===== src/hdl/vea_params.svh =====
`ifndef VEA_PARAMS_SVH
`define VEA_PARAMS_SVH

// Command header fields
`define VEA_TYPE_LSB        29
`define VEA_TYPE_PIPE       3'h3
`define VEA_SUBTYPE_LSB     27
`define VEA_SUBTYPE_3D      2'h3
`define VEA_OPCODE_LSB      24
`define VEA_OPCODE_STATE    3'h0
`define VEA_OPCODE_DRAW     3'h3
`define VEA_SUBOP_LSB       16
`define VEA_SUBOP_ELEMENTS  8'h09
`define VEA_SUBOP_DRAW      8'h00
`define VEA_LENGTH_LSB      0
`define VEA_ACCESS_BIT      15
`define VEA_TOPOLOGY_LSB    10

// Element descriptor dword 0
`define VEA_BUFFER_LSB      27
`define VEA_VALID_BIT       26
`define VEA_FORMAT_LSB      16
`define VEA_SRC_OFFSET_LSB  0

// Element descriptor dword 1
`define VEA_CTRL0_LSB       28
`define VEA_CTRL1_LSB       24
`define VEA_CTRL2_LSB       20
`define VEA_CTRL3_LSB       16
`define VEA_DEST_LSB        0

// Draw payload dword positions, counted from dword 1
`define VEA_DRAW_POS_COUNT  9'h000
`define VEA_DRAW_POS_START  9'h001
`define VEA_DRAW_POS_BASE   9'h004

`define VEA_MAX_ELEMENTS    18
`define VEA_FIFO_DEPTH      16
`define VEA_PAD_MASK        9'h007
`define VEA_ONE_FLOAT       32'h3F800000
`define VEA_ONE_INTEGER     32'h00000001

`endif


===== src/hdl/vea_pkg.sv =====
package vea_pkg;

  typedef enum logic [3:0] {
    st_header    = 4'h0,
    st_elem_data = 4'h1,
    st_draw_data = 4'h2,
    st_skip      = 4'h3,
    st_vertex    = 4'h4,
    st_index     = 4'h5,
    st_element   = 4'h6,
    st_fetch     = 4'h7,
    st_store     = 4'h8,
    st_pad       = 4'h9
  } state_type;

  typedef enum logic [2:0] {
    comp_skip              = 3'h0,
    comp_from_source       = 3'h1,
    comp_zero              = 3'h2,
    comp_one_float         = 3'h3,
    comp_one_integer       = 3'h4,
    comp_vertex_identifier = 3'h5
  } comp_ctrl_type;

endpackage


===== src/hdl/vea_fifo.sv =====
`timescale 1ns/1ps
`default_nettype none
module vea_fifo #(
  parameter int WIDTH = 46,
  parameter int DEPTH = 16
) (
  input  wire logic             i_clk,
  input  wire logic             i_reset_n,
  input  wire logic             i_in_valid,
  output logic                  o_in_ready,
  input  wire logic [WIDTH-1:0] i_in_data,
  output logic                  o_out_valid,
  input  wire logic             i_out_ready,
  output logic [WIDTH-1:0]      o_out_data
);
  localparam int AW = $clog2(DEPTH);

  if (DEPTH < 2 || (1 << AW) != DEPTH) begin : g_bad_depth
    $error("vea_fifo depth must be a power of two, at least 2");
  end

  logic [WIDTH-1:0] mem_reg [DEPTH];
  logic [AW:0]      wr_ptr_reg;
  logic [AW:0]      rd_ptr_reg;
  logic             push;
  logic             pop;

  // Extra pointer bit tells full from empty without a counter
  assign o_in_ready  = (wr_ptr_reg ^ rd_ptr_reg) != {1'b1, {AW{1'b0}}};
  assign o_out_valid = wr_ptr_reg != rd_ptr_reg;
  assign push        = i_in_valid && o_in_ready;
  assign pop         = o_out_valid && i_out_ready;
  assign o_out_data  = mem_reg[rd_ptr_reg[AW-1:0]];

  always_ff @(posedge i_clk) begin
    if (push) begin
      mem_reg[wr_ptr_reg[AW-1:0]] <= i_in_data;
    end
  end

  always_ff @(posedge i_clk) begin
    if (!i_reset_n) begin
      wr_ptr_reg <= '0;
      rd_ptr_reg <= '0;
    end else begin
      if (push) begin
        wr_ptr_reg <= wr_ptr_reg + 1'b1;
      end
      if (pop) begin
        rd_ptr_reg <= rd_ptr_reg + 1'b1;
      end
    end
  end
endmodule
`default_nettype wire


===== src/hdl/vertex_element_assembly.sv =====
`timescale 1ns/1ps
`default_nettype none
`include "vea_params.svh"

module vertex_element_assembly
  import vea_pkg::*;
#(
  parameter int MAX_ELEMENTS = `VEA_MAX_ELEMENTS,
  parameter int FIFO_DEPTH   = `VEA_FIFO_DEPTH
) (
  input  wire logic         i_clk,
  input  wire logic         i_reset_n,
  input  wire logic         i_cmd_valid,
  output logic              o_cmd_ready,
  input  wire logic [31:0]  i_cmd_data,
  output logic              o_index_req,
  output logic [31:0]       o_index_position,
  input  wire logic         i_index_valid,
  input  wire logic [31:0]  i_index_data,
  output logic [4:0]        o_fetch_buffer,
  input  wire logic [31:0]  i_buffer_base,
  input  wire logic [10:0]  i_buffer_pitch,
  input  wire logic [31:0]  i_buffer_max_index,
  output logic              o_fetch_req,
  output logic [31:0]       o_fetch_address,
  output logic [8:0]        o_fetch_format,
  input  wire logic         i_fetch_valid,
  input  wire logic [127:0] i_fetch_data,
  output logic              o_out_valid,
  input  wire logic         i_out_ready,
  output logic [31:0]       o_out_data,
  output logic [7:0]        o_out_offset,
  output logic [4:0]        o_out_topology,
  output logic              o_out_end,
  output logic [4:0]        o_element_count,
  output logic              o_access_random,
  output logic              o_busy
);
  localparam int IW    = $clog2(MAX_ELEMENTS);
  localparam int OUT_W = 46;

  if (MAX_ELEMENTS < 2 || MAX_ELEMENTS > 31) begin : g_bad_elements
    $error("MAX_ELEMENTS must lie between 2 and 31");
  end

  function automatic logic [2:0] ctrl_of(input logic [31:0] dw1, input logic [1:0] c);
    logic [2:0] v;
    case (c)
      2'h0: v = dw1[`VEA_CTRL0_LSB +: 3];
      2'h1: v = dw1[`VEA_CTRL1_LSB +: 3];
      2'h2: v = dw1[`VEA_CTRL2_LSB +: 3];
      default: v = dw1[`VEA_CTRL3_LSB +: 3];
    endcase
    return v;
  endfunction

  function automatic logic [31:0] comp_value(input logic [2:0] ctrl, input logic [1:0] c,
                                             input logic [127:0] src, input logic [31:0] vid);
    logic [31:0] v;
    case (ctrl)
      comp_from_source:       v = src[{c, 5'h00} +: 32];
      comp_one_float:         v = `VEA_ONE_FLOAT;
      comp_one_integer:       v = `VEA_ONE_INTEGER;
      comp_vertex_identifier: v = vid;
      default:                v = 32'h00000000;
    endcase
    return v;
  endfunction

  state_type   state_reg;
  logic [31:0] desc0_reg [MAX_ELEMENTS];
  logic [31:0] desc1_reg [MAX_ELEMENTS];
  logic [4:0]  elem_count_reg;
  logic [8:0]  dw_left_reg;
  logic [8:0]  dw_pos_reg;
  logic        random_reg;
  logic [4:0]  topo_reg;
  logic [31:0] vcount_reg;
  logic [31:0] start_reg;
  logic [31:0] base_reg;
  logic [31:0] vnum_reg;
  logic [31:0] vindex_reg;
  logic [4:0]  elem_reg;
  logic [1:0]  comp_reg;
  logic [127:0] src_reg;
  logic [8:0]  hw_reg;
  logic [8:0]  pad_reg;
  logic        index_req_reg;
  logic [31:0] index_pos_reg;
  logic        fetch_req_reg;
  logic [31:0] fetch_addr_reg;
  logic [8:0]  fetch_fmt_reg;

  logic [7:0]  hdr_subop;
  logic [8:0]  hdr_payload;
  logic        hdr_pipe;
  logic        is_elements;
  logic        is_draw;
  logic        cmd_take;
  logic [4:0]  slot;
  logic [31:0] cur_d0;
  logic [31:0] cur_d1;
  logic [2:0]  cur_ctrl;
  logic        needs_source;
  logic        elem_last_comp;
  logic [8:0]  store_pos;
  logic [42:0] stride;
  logic [31:0] fetch_addr_next;
  logic        push_valid;
  logic        push_ready;
  logic        push_take;
  logic [OUT_W-1:0] push_word;
  logic [OUT_W-1:0] pop_word;

  assign hdr_subop   = i_cmd_data[`VEA_SUBOP_LSB +: 8];
  assign hdr_payload = {1'b0, i_cmd_data[`VEA_LENGTH_LSB +: 8]} + 9'h001;
  assign hdr_pipe    = i_cmd_data[`VEA_TYPE_LSB +: 3] == `VEA_TYPE_PIPE &&
                       i_cmd_data[`VEA_SUBTYPE_LSB +: 2] == `VEA_SUBTYPE_3D;
  assign is_elements = hdr_pipe && i_cmd_data[`VEA_OPCODE_LSB +: 3] == `VEA_OPCODE_STATE &&
                       hdr_subop == `VEA_SUBOP_ELEMENTS;
  assign is_draw     = hdr_pipe && i_cmd_data[`VEA_OPCODE_LSB +: 3] == `VEA_OPCODE_DRAW &&
                       hdr_subop == `VEA_SUBOP_DRAW;

  assign o_cmd_ready = state_reg == st_header || state_reg == st_elem_data ||
                       state_reg == st_draw_data || state_reg == st_skip;
  assign cmd_take    = i_cmd_valid && o_cmd_ready;
  assign slot        = dw_pos_reg[8:6] != 3'h0 ? 5'h1F : dw_pos_reg[5:1];

  // Descriptor currently walked by the vertex loop
  assign cur_d0   = desc0_reg[elem_reg[IW-1:0]];
  assign cur_d1   = desc1_reg[elem_reg[IW-1:0]];
  assign cur_ctrl = ctrl_of(cur_d1, comp_reg);
  assign needs_source = ctrl_of(cur_d1, 2'h0) == comp_from_source ||
                        ctrl_of(cur_d1, 2'h1) == comp_from_source ||
                        ctrl_of(cur_d1, 2'h2) == comp_from_source ||
                        ctrl_of(cur_d1, 2'h3) == comp_from_source;
  assign elem_last_comp = comp_reg == 2'h3 ||
                          ctrl_of(cur_d1, comp_reg + 2'h1) == comp_skip;
  assign store_pos = {1'b0, cur_d1[`VEA_DEST_LSB +: 8]} + {7'h00, comp_reg};

  // Lookup of the selected buffer's state is answered in the same cycle
  assign o_fetch_buffer  = cur_d0[`VEA_BUFFER_LSB +: 5];
  assign stride          = vindex_reg * i_buffer_pitch;
  assign fetch_addr_next = i_buffer_base + stride[31:0] +
                           {21'h000000, cur_d0[`VEA_SRC_OFFSET_LSB +: 11]};

  always_comb begin
    push_valid = 1'b0;
    push_word  = {1'b0, topo_reg, 8'h00, 32'h00000000};
    if (state_reg == st_store) begin
      push_valid = cur_ctrl != comp_skip;
      push_word  = {1'b0, topo_reg, store_pos[7:0],
                    comp_value(cur_ctrl, comp_reg, src_reg, vindex_reg)};
    end else if (state_reg == st_pad) begin
      push_valid = 1'b1;
      if ((pad_reg & `VEA_PAD_MASK) != 9'h000) begin
        push_word = {1'b0, topo_reg, pad_reg[7:0], 32'h00000000};
      end else begin
        push_word = {1'b1, topo_reg, 8'h00, vindex_reg};
      end
    end
  end

  assign push_take = push_valid && push_ready;

  vea_fifo #(
    .WIDTH (OUT_W),
    .DEPTH (FIFO_DEPTH)
  ) u_out_fifo (
    .i_clk       (i_clk),
    .i_reset_n   (i_reset_n),
    .i_in_valid  (push_valid),
    .o_in_ready  (push_ready),
    .i_in_data   (push_word),
    .o_out_valid (o_out_valid),
    .i_out_ready (i_out_ready),
    .o_out_data  (pop_word)
  );

  assign o_out_end       = pop_word[45];
  assign o_out_topology  = pop_word[44:40];
  assign o_out_offset    = pop_word[39:32];
  assign o_out_data      = pop_word[31:0];
  assign o_element_count = elem_count_reg;
  assign o_access_random = random_reg;
  assign o_busy          = state_reg != st_header;
  assign o_index_req     = index_req_reg;
  assign o_index_position = index_pos_reg;
  assign o_fetch_req     = fetch_req_reg;
  assign o_fetch_address = fetch_addr_reg;
  assign o_fetch_format  = fetch_fmt_reg;

  // Descriptor storage survives draws until a new definition arrives
  always_ff @(posedge i_clk) begin
    if (state_reg == st_elem_data && cmd_take && slot < 5'(MAX_ELEMENTS)) begin
      if (!dw_pos_reg[0]) begin
        desc0_reg[slot[IW-1:0]] <= i_cmd_data;
      end else begin
        desc1_reg[slot[IW-1:0]] <= i_cmd_data;
      end
    end
  end

  // Command header decode and payload capture
  always_ff @(posedge i_clk) begin
    if (!i_reset_n) begin
      elem_count_reg <= 5'h00;
      dw_left_reg    <= 9'h000;
      dw_pos_reg     <= 9'h000;
      random_reg     <= 1'b0;
      topo_reg       <= 5'h00;
      vcount_reg     <= 32'h00000000;
      start_reg      <= 32'h00000000;
      base_reg       <= 32'h00000000;
    end else if (cmd_take) begin
      dw_pos_reg  <= dw_pos_reg + 9'h001;
      dw_left_reg <= dw_left_reg - 9'h001;
      if (state_reg == st_header) begin
        dw_pos_reg  <= 9'h000;
        dw_left_reg <= hdr_payload;
        if (is_elements) begin
          elem_count_reg <= 5'h00;
        end
        if (is_draw) begin
          random_reg <= i_cmd_data[`VEA_ACCESS_BIT];
          topo_reg   <= i_cmd_data[`VEA_TOPOLOGY_LSB +: 5];
        end
      end else if (state_reg == st_elem_data) begin
        // Only a completed pair counts, so a lone trailing dword is ignored
        if (dw_pos_reg[0] && slot < 5'(MAX_ELEMENTS)) begin
          elem_count_reg <= slot + 5'h01;
        end
      end else if (state_reg == st_draw_data) begin
        if (dw_pos_reg == `VEA_DRAW_POS_COUNT) begin
          vcount_reg <= i_cmd_data;
        end
        if (dw_pos_reg == `VEA_DRAW_POS_START) begin
          start_reg <= i_cmd_data;
        end
        if (dw_pos_reg == `VEA_DRAW_POS_BASE) begin
          base_reg <= i_cmd_data;
        end
      end
    end
  end

  // Vertex loop bookkeeping
  always_ff @(posedge i_clk) begin
    if (!i_reset_n) begin
      vnum_reg   <= 32'h00000000;
      vindex_reg <= 32'h00000000;
      elem_reg   <= 5'h00;
      comp_reg   <= 2'h0;
      src_reg    <= '0;
      hw_reg     <= 9'h000;
      pad_reg    <= 9'h000;
    end else begin
      case (state_reg)
        st_draw_data: begin
          vnum_reg <= 32'h00000000;
        end
        st_vertex: begin
          elem_reg   <= 5'h00;
          hw_reg     <= 9'h000;
          vindex_reg <= start_reg + vnum_reg;
        end
        st_index: begin
          if (i_index_valid) begin
            vindex_reg <= i_index_data + base_reg;
          end
        end
        st_element: begin
          comp_reg <= 2'h0;
          pad_reg  <= hw_reg;
          if (elem_reg != elem_count_reg) begin
            if (!cur_d0[`VEA_VALID_BIT]) begin
              elem_reg <= elem_reg + 5'h01;
            end else if (needs_source && vindex_reg > i_buffer_max_index) begin
              src_reg <= '0;
            end
          end
        end
        st_fetch: begin
          if (i_fetch_valid) begin
            src_reg <= i_fetch_data;
          end
        end
        st_store: begin
          if (cur_ctrl == comp_skip || push_take) begin
            if (push_take && store_pos >= hw_reg) begin
              hw_reg <= store_pos + 9'h001;
            end
            if (cur_ctrl == comp_skip || elem_last_comp) begin
              elem_reg <= elem_reg + 5'h01;
            end else begin
              comp_reg <= comp_reg + 2'h1;
            end
          end
        end
        st_pad: begin
          if (push_take) begin
            pad_reg <= pad_reg + 9'h001;
            if ((pad_reg & `VEA_PAD_MASK) == 9'h000) begin
              vnum_reg <= vnum_reg + 32'h00000001;
            end
          end
        end
        default: begin
        end
      endcase
    end
  end

  // Index and fetch requests, held until answered
  always_ff @(posedge i_clk) begin
    if (!i_reset_n) begin
      index_req_reg  <= 1'b0;
      index_pos_reg  <= 32'h00000000;
      fetch_req_reg  <= 1'b0;
      fetch_addr_reg <= 32'h00000000;
      fetch_fmt_reg  <= 9'h000;
    end else begin
      if (state_reg == st_vertex && vnum_reg != vcount_reg && random_reg) begin
        index_req_reg <= 1'b1;
        index_pos_reg <= start_reg + vnum_reg;
      end else if (i_index_valid) begin
        index_req_reg <= 1'b0;
      end
      if (state_reg == st_element && elem_reg != elem_count_reg && cur_d0[`VEA_VALID_BIT] &&
          needs_source && vindex_reg <= i_buffer_max_index) begin
        fetch_req_reg  <= 1'b1;
        fetch_addr_reg <= fetch_addr_next;
        fetch_fmt_reg  <= cur_d0[`VEA_FORMAT_LSB +: 9];
      end else if (i_fetch_valid) begin
        fetch_req_reg <= 1'b0;
      end
    end
  end

  always_ff @(posedge i_clk) begin
    if (!i_reset_n) begin
      state_reg <= st_header;
    end else begin
      case (state_reg)
        st_header: begin
          if (cmd_take) begin
            if (is_elements) begin
              state_reg <= st_elem_data;
            end else if (is_draw) begin
              state_reg <= st_draw_data;
            end else if (hdr_pipe) begin
              state_reg <= st_skip;
            end
          end
        end
        st_elem_data, st_skip: begin
          if (cmd_take && dw_left_reg == 9'h001) begin
            state_reg <= st_header;
          end
        end
        st_draw_data: begin
          if (cmd_take && dw_left_reg == 9'h001) begin
            state_reg <= st_vertex;
          end
        end
        st_vertex: begin
          if (vnum_reg == vcount_reg) begin
            state_reg <= st_header;
          end else if (random_reg) begin
            state_reg <= st_index;
          end else begin
            state_reg <= st_element;
          end
        end
        st_index: begin
          if (i_index_valid) begin
            state_reg <= st_element;
          end
        end
        st_element: begin
          if (elem_reg == elem_count_reg) begin
            state_reg <= st_pad;
          end else if (cur_d0[`VEA_VALID_BIT]) begin
            if (needs_source && vindex_reg <= i_buffer_max_index) begin
              state_reg <= st_fetch;
            end else begin
              state_reg <= st_store;
            end
          end
        end
        st_fetch: begin
          if (i_fetch_valid) begin
            state_reg <= st_store;
          end
        end
        st_store: begin
          if ((cur_ctrl == comp_skip || push_take) &&
              (cur_ctrl == comp_skip || elem_last_comp)) begin
            state_reg <= st_element;
          end
        end
        st_pad: begin
          if (push_take && (pad_reg & `VEA_PAD_MASK) == 9'h000) begin
            state_reg <= st_vertex;
          end
        end
        default: begin
          state_reg <= st_header;
        end
      endcase
    end
  end
endmodule
`default_nettype wire


===== config.mk =====
export PLATFORM = sky130hd
export DESIGN_NAME = vertex_element_assembly
export DESIGN_NICKNAME = d
export VERILOG_FILES = /design/src/hdl/vea_pkg.sv /design/src/hdl/vea_fifo.sv /design/src/hdl/vertex_element_assembly.sv
export VERILOG_INCLUDE_DIRS = /design/src /design/src/hdl
export SDC_FILE = /design/constraint.sdc
export NUM_CORES = 2
export LEC_CHECK = 0
export BUFFER_PORTS_ARGS = -buffer_cell sky130_fd_sc_hd__buf_2
export CAP_MARGIN = 20
export CORE_UTILIZATION = 34
export CTS_CLUSTER_DIAMETER = 80
export DETAILED_ROUTE_END_ITERATION = 8
export PLACE_DENSITY = 0.51
export SYNTH_ARGS = -nofsm -noshare
export SYNTH_HDL_FRONTEND = slang
export SYNTH_SLANG_ARGS = --single-unit
export TNS_END_PERCENT = 20

===== constraint.sdc =====
create_clock -name i_clk -period 9.6 [get_ports i_clk]
set_input_delay 0.48 -clock i_clk [delete_from_list [all_inputs] [get_ports i_clk]]
set_output_delay 0.48 -clock i_clk [all_outputs]
set_load 0.02 [all_outputs]

==> results.py <==
metrics = {
    "floorplanning": {
        "core-area_mm2": 0.2717,
        "ios": 408,
        "die_y_um": 525.4,
        "start_util_pct": 34.28,
        "dieWidth_um": 525.4,
        "num_rows": 191,
        "dieArea_mm2": 0.2761,
    },
    "synthesis": {
        "syn-cell-area_mm2": 0.09315,
        "yosysWarnings": 0,
        "ys_ff_latch": 2003,
        "synth_area_leaders": "edfxtp_1 50%, mux4_2 11%, dfxtp_1 9.4%, fa_1 5.6%, nand2_1 2.9%",
        "seq_area_frac_synth_pct": 59.85,
        "yosysTopAreaCell": "edfxtp_1",
        "yosysUniqueCellTypes": 97,
        "synth-edff-count": 1564,
        "syn_area_per_cell_um2": 14.22,
        "syn_inst": 6550,
        "synth_flop_cell": "edfxtp_1",
        "netlist.area_leader.share_pct": 50.42,
        "synth_nets": 7286,
        "async_flop_share_pct": 0,
    },
    "setup_path": {
        "critPathMaxFanout": 40,
        "critPathKind": "flop to flop",
        "cp-end-kind": "flop",
        "worstPathRequired_ps": 10320,
        "r2r_cells": 22,
        "critPathLaunchType": "flop",
        "arrival_ps": 7920,
    },
    "place": {
        "portBuffers": 407,
        "pre_cts_ws_ps": 2281,
        "hpwl_um": 187700,
        "globalplace.congestion": 0.8670,
    },
    "clock_tree": {
        "cts_made_buffers": 220,
        "clock_latency_ps": 900,
        "cts_sinks": 2003,
        "htreeDepth": 4,
        "path_clk_slew_ps": 60,
        "root_buffer": "clkbuf_16",
        "clk_path_buf_depth": 4,
        "cts_tree": "built",
        "cts_setup_buffers": 0,
    },
    "pwr": {
        "power_mw": 18.28,
        "comb_power_share_pct": 3.7,
        "swShare_pct": 21.71,
        "p_int_mw": 14.31,
        "power_frac_seq_pct": 50.9,
        "leakage_nw": 36.41,
        "clkPwrFrac_pct": 45.5,
        "ir_drop_mv": 0.1436,
        "power_density_mw_per_mm2": 169.2,
        "p_sw_mw": 3.970,
    },
    "finish": {
        "drive_gt1_share_pct": 20.00,
        "fill_cells": 25070,
        "largest_register_ffs": 736,
        "syn_to_final_growth_pct": 16.03,
        "postLayoutCoreUtil_pct": 39.78,
        "fin_nets": 7835,
    },
    "grt": {
        "grt_first_pass_wirelength_um": 423500,
        "met2_usage_pct": 35.52,
        "grt_util_met3_pct": 2.629,
        "grt.busiest_layer": "met2",
        "first_global_vias": 58780,
        "grt_usage_pct": 21.14,
        "antenna_found_initial": 39,
        "grt_start_max_net_pins": 137,
        "grt_use_met1_pct": 28.05,
        "overflow": 0,
    },
    "timing": {
        "final_max_slew_viol_count": 0,
        "period_needed_ps": 7204,
        "setup_viol": 0,
        "fin_crit_sh_pct": 75.04,
        "fin_tns_setup_ps": 0,
        "final-hold-violation-count": 0,
        "finClkSkew_ps": 88.87,
        "tightestPinTransition_ps": 1088,
        "rsz0062_at_grt": "false",
        "relSlewSlack_pct": 26.73,
        "timing.fmax_mhz": 138.8,
        "setup_ws_ps": 2396,
    },
    "worst_hold_path": {
        "hold_path_class": "input port to flop",
        "whs_path_depth": 3,
    },
    "drt": {
        "firstDrtPassIters": 5,
        "viasPerCell": 5.307,
        "ant_nets": 0,
        "vias": 57620,
        "drt_iter0_drc": 5260,
        "drc": 0,
        "wl_per_cell_um": 27.21,
        "wl_um": 295500,
    },
    "run": {
        "cap_violations": 0,
    },
    "status": {
        "outcome": "finished clean",
    },
}
## synthesized netlist by cell type, types with 127 or more instances
master	n
a21oi_1	385
clkbuf_1	250
dfxtp_1	439
edfxtp_1	1564
fa_1	262
ha_1	201
inv_1	423
mux2i_1	159
mux4_2	437
nand2_1	714
nand3_1	209
nor2_1	313
o21ai_0	127
## cell families after synthesis
group,after synthesis,synth area share (%)
and+or+nand+nor,1614,7.810
DFF,2003,59.85
AOI/OAI and AO/OA,851,5.714
adders and majority gates,463,8.331
muxes,631,12.92
buffers and inverters,795,3.517
xor gates and xnor gates,193,1.851
## routing by layer
metal | wire [um] | share of wire, %
met1 | 124900 | 42
met2 | 144000 | 49
met3 | 14990 | 5.1
met4 | 11480 | 3.9
met5 | 90 | 0.030
## cells in the final DEF, fill, tap and decap left out, types with 36 or more instances in the layout
| cell | count |
|---|---|
| nand2_1 | 714 |
| buf_2 | 406 |
| mux2i_1 | 159 |
| ha_1 | 201 |
| and2_1 | 114 |
| clkbuf_1 | 44 |
| clkinv_2 | 40 |
| o21ai_0 | 126 |
| buf_4 | 151 |
| nor2_1 | 262 |
| nand3_1 | 209 |
| a21o_1 | 38 |
| xor2_1 | 65 |
| nand4_1 | 41 |
| fa_1 | 262 |
| inv_1 | 420 |
| nor2_4 | 48 |
| a21oi_1 | 385 |
| mux4_2 | 437 |
| clkinv_1 | 43 |
| a211oi_1 | 36 |
| edfxtp_1 | 1564 |
| dfxtp_1 | 429 |
| dlygate4sd3_1 | 135 |
| nor3_1 | 55 |
| xnor2_1 | 125 |
| clkbuf_16 | 221 |
## timing repair
action,in CTS,in global routing
endpoints found under the hold margin,160,0
resized for setup,0,0
hold buffers,135,0
## per-stage QoR
step / hold slack (ps) / std cells / area (um2)
floorplan: 428.7 / 6550 / 93150
global placement: 436.1 / 10310 / 99630
detailed placement: 443.9 / 10310 / 99690
CTS: 14.52 / 10850 / 108100
global route: 11.19 / 10850 / 108100
finish: 22.93 / 10860 / 108100
## critical path, stage by stage (launching register included)
cell and delay (ps):
dfxtp_4 860, buf_4 410, mux4_2 540, mux4_2 490
a21oi_1 300, fa_1 440, inv_1 90, fa_1 450
fa_1 570, inv_1 50, fa_1 470, inv_1 40
ha_1 320, a2111oi_0 110, o21a_1 130, or3_1 460
o211ai_1 240, nand2_1 190, nor3_1 290, nor2_1 80
a211o_1 270, xor2_1 140, o22ai_1 80
## power groups by stage
stage	sequential, mW	combinational (mW)	clock, mW
floorplan	9.48	0.312	0
global placement	9.49	0.622	0
detailed placement	9.49	0.628	0
CTS	9.30	0.676	8.48
global route	9.30	0.722	8.80
finish	9.30	0.669	8.31
## path summary, 6_finish.rpt
check,slack (ps),start,endpoint
worst max-delay path,2400,flop,o_fetch_address[30]
worst min-delay path,20,i_fetch_data[116],src_reg[116]
worst max register to register,2400,flop,o_fetch_address[30]
worst min register to register,450,src_reg[110],src_reg[110]
## layout make-up
| type | instances | area [um2] | share of cell area, % |
|---|---|---|---|
| Clock buffer | 275 | 5833 | 5.397 |
| Clock inverter | 128 | 1185 | 1.096 |
| Inverter | 424 | 1599 | 1.479 |
| Tap cell | 3570 | 4467 | 4.133 |
| Multi-Input combinational cell | 3752 | 34550 | 31.97 |
| Sequential cell | 2003 | 55780 | 51.61 |
| Antenna cell | 7 | 17.52 | 0.01621 |
| Timing Repair Buffer | 698 | 4652 | 4.304 |
Note: power is estimated with default switching activity, not from simulation.
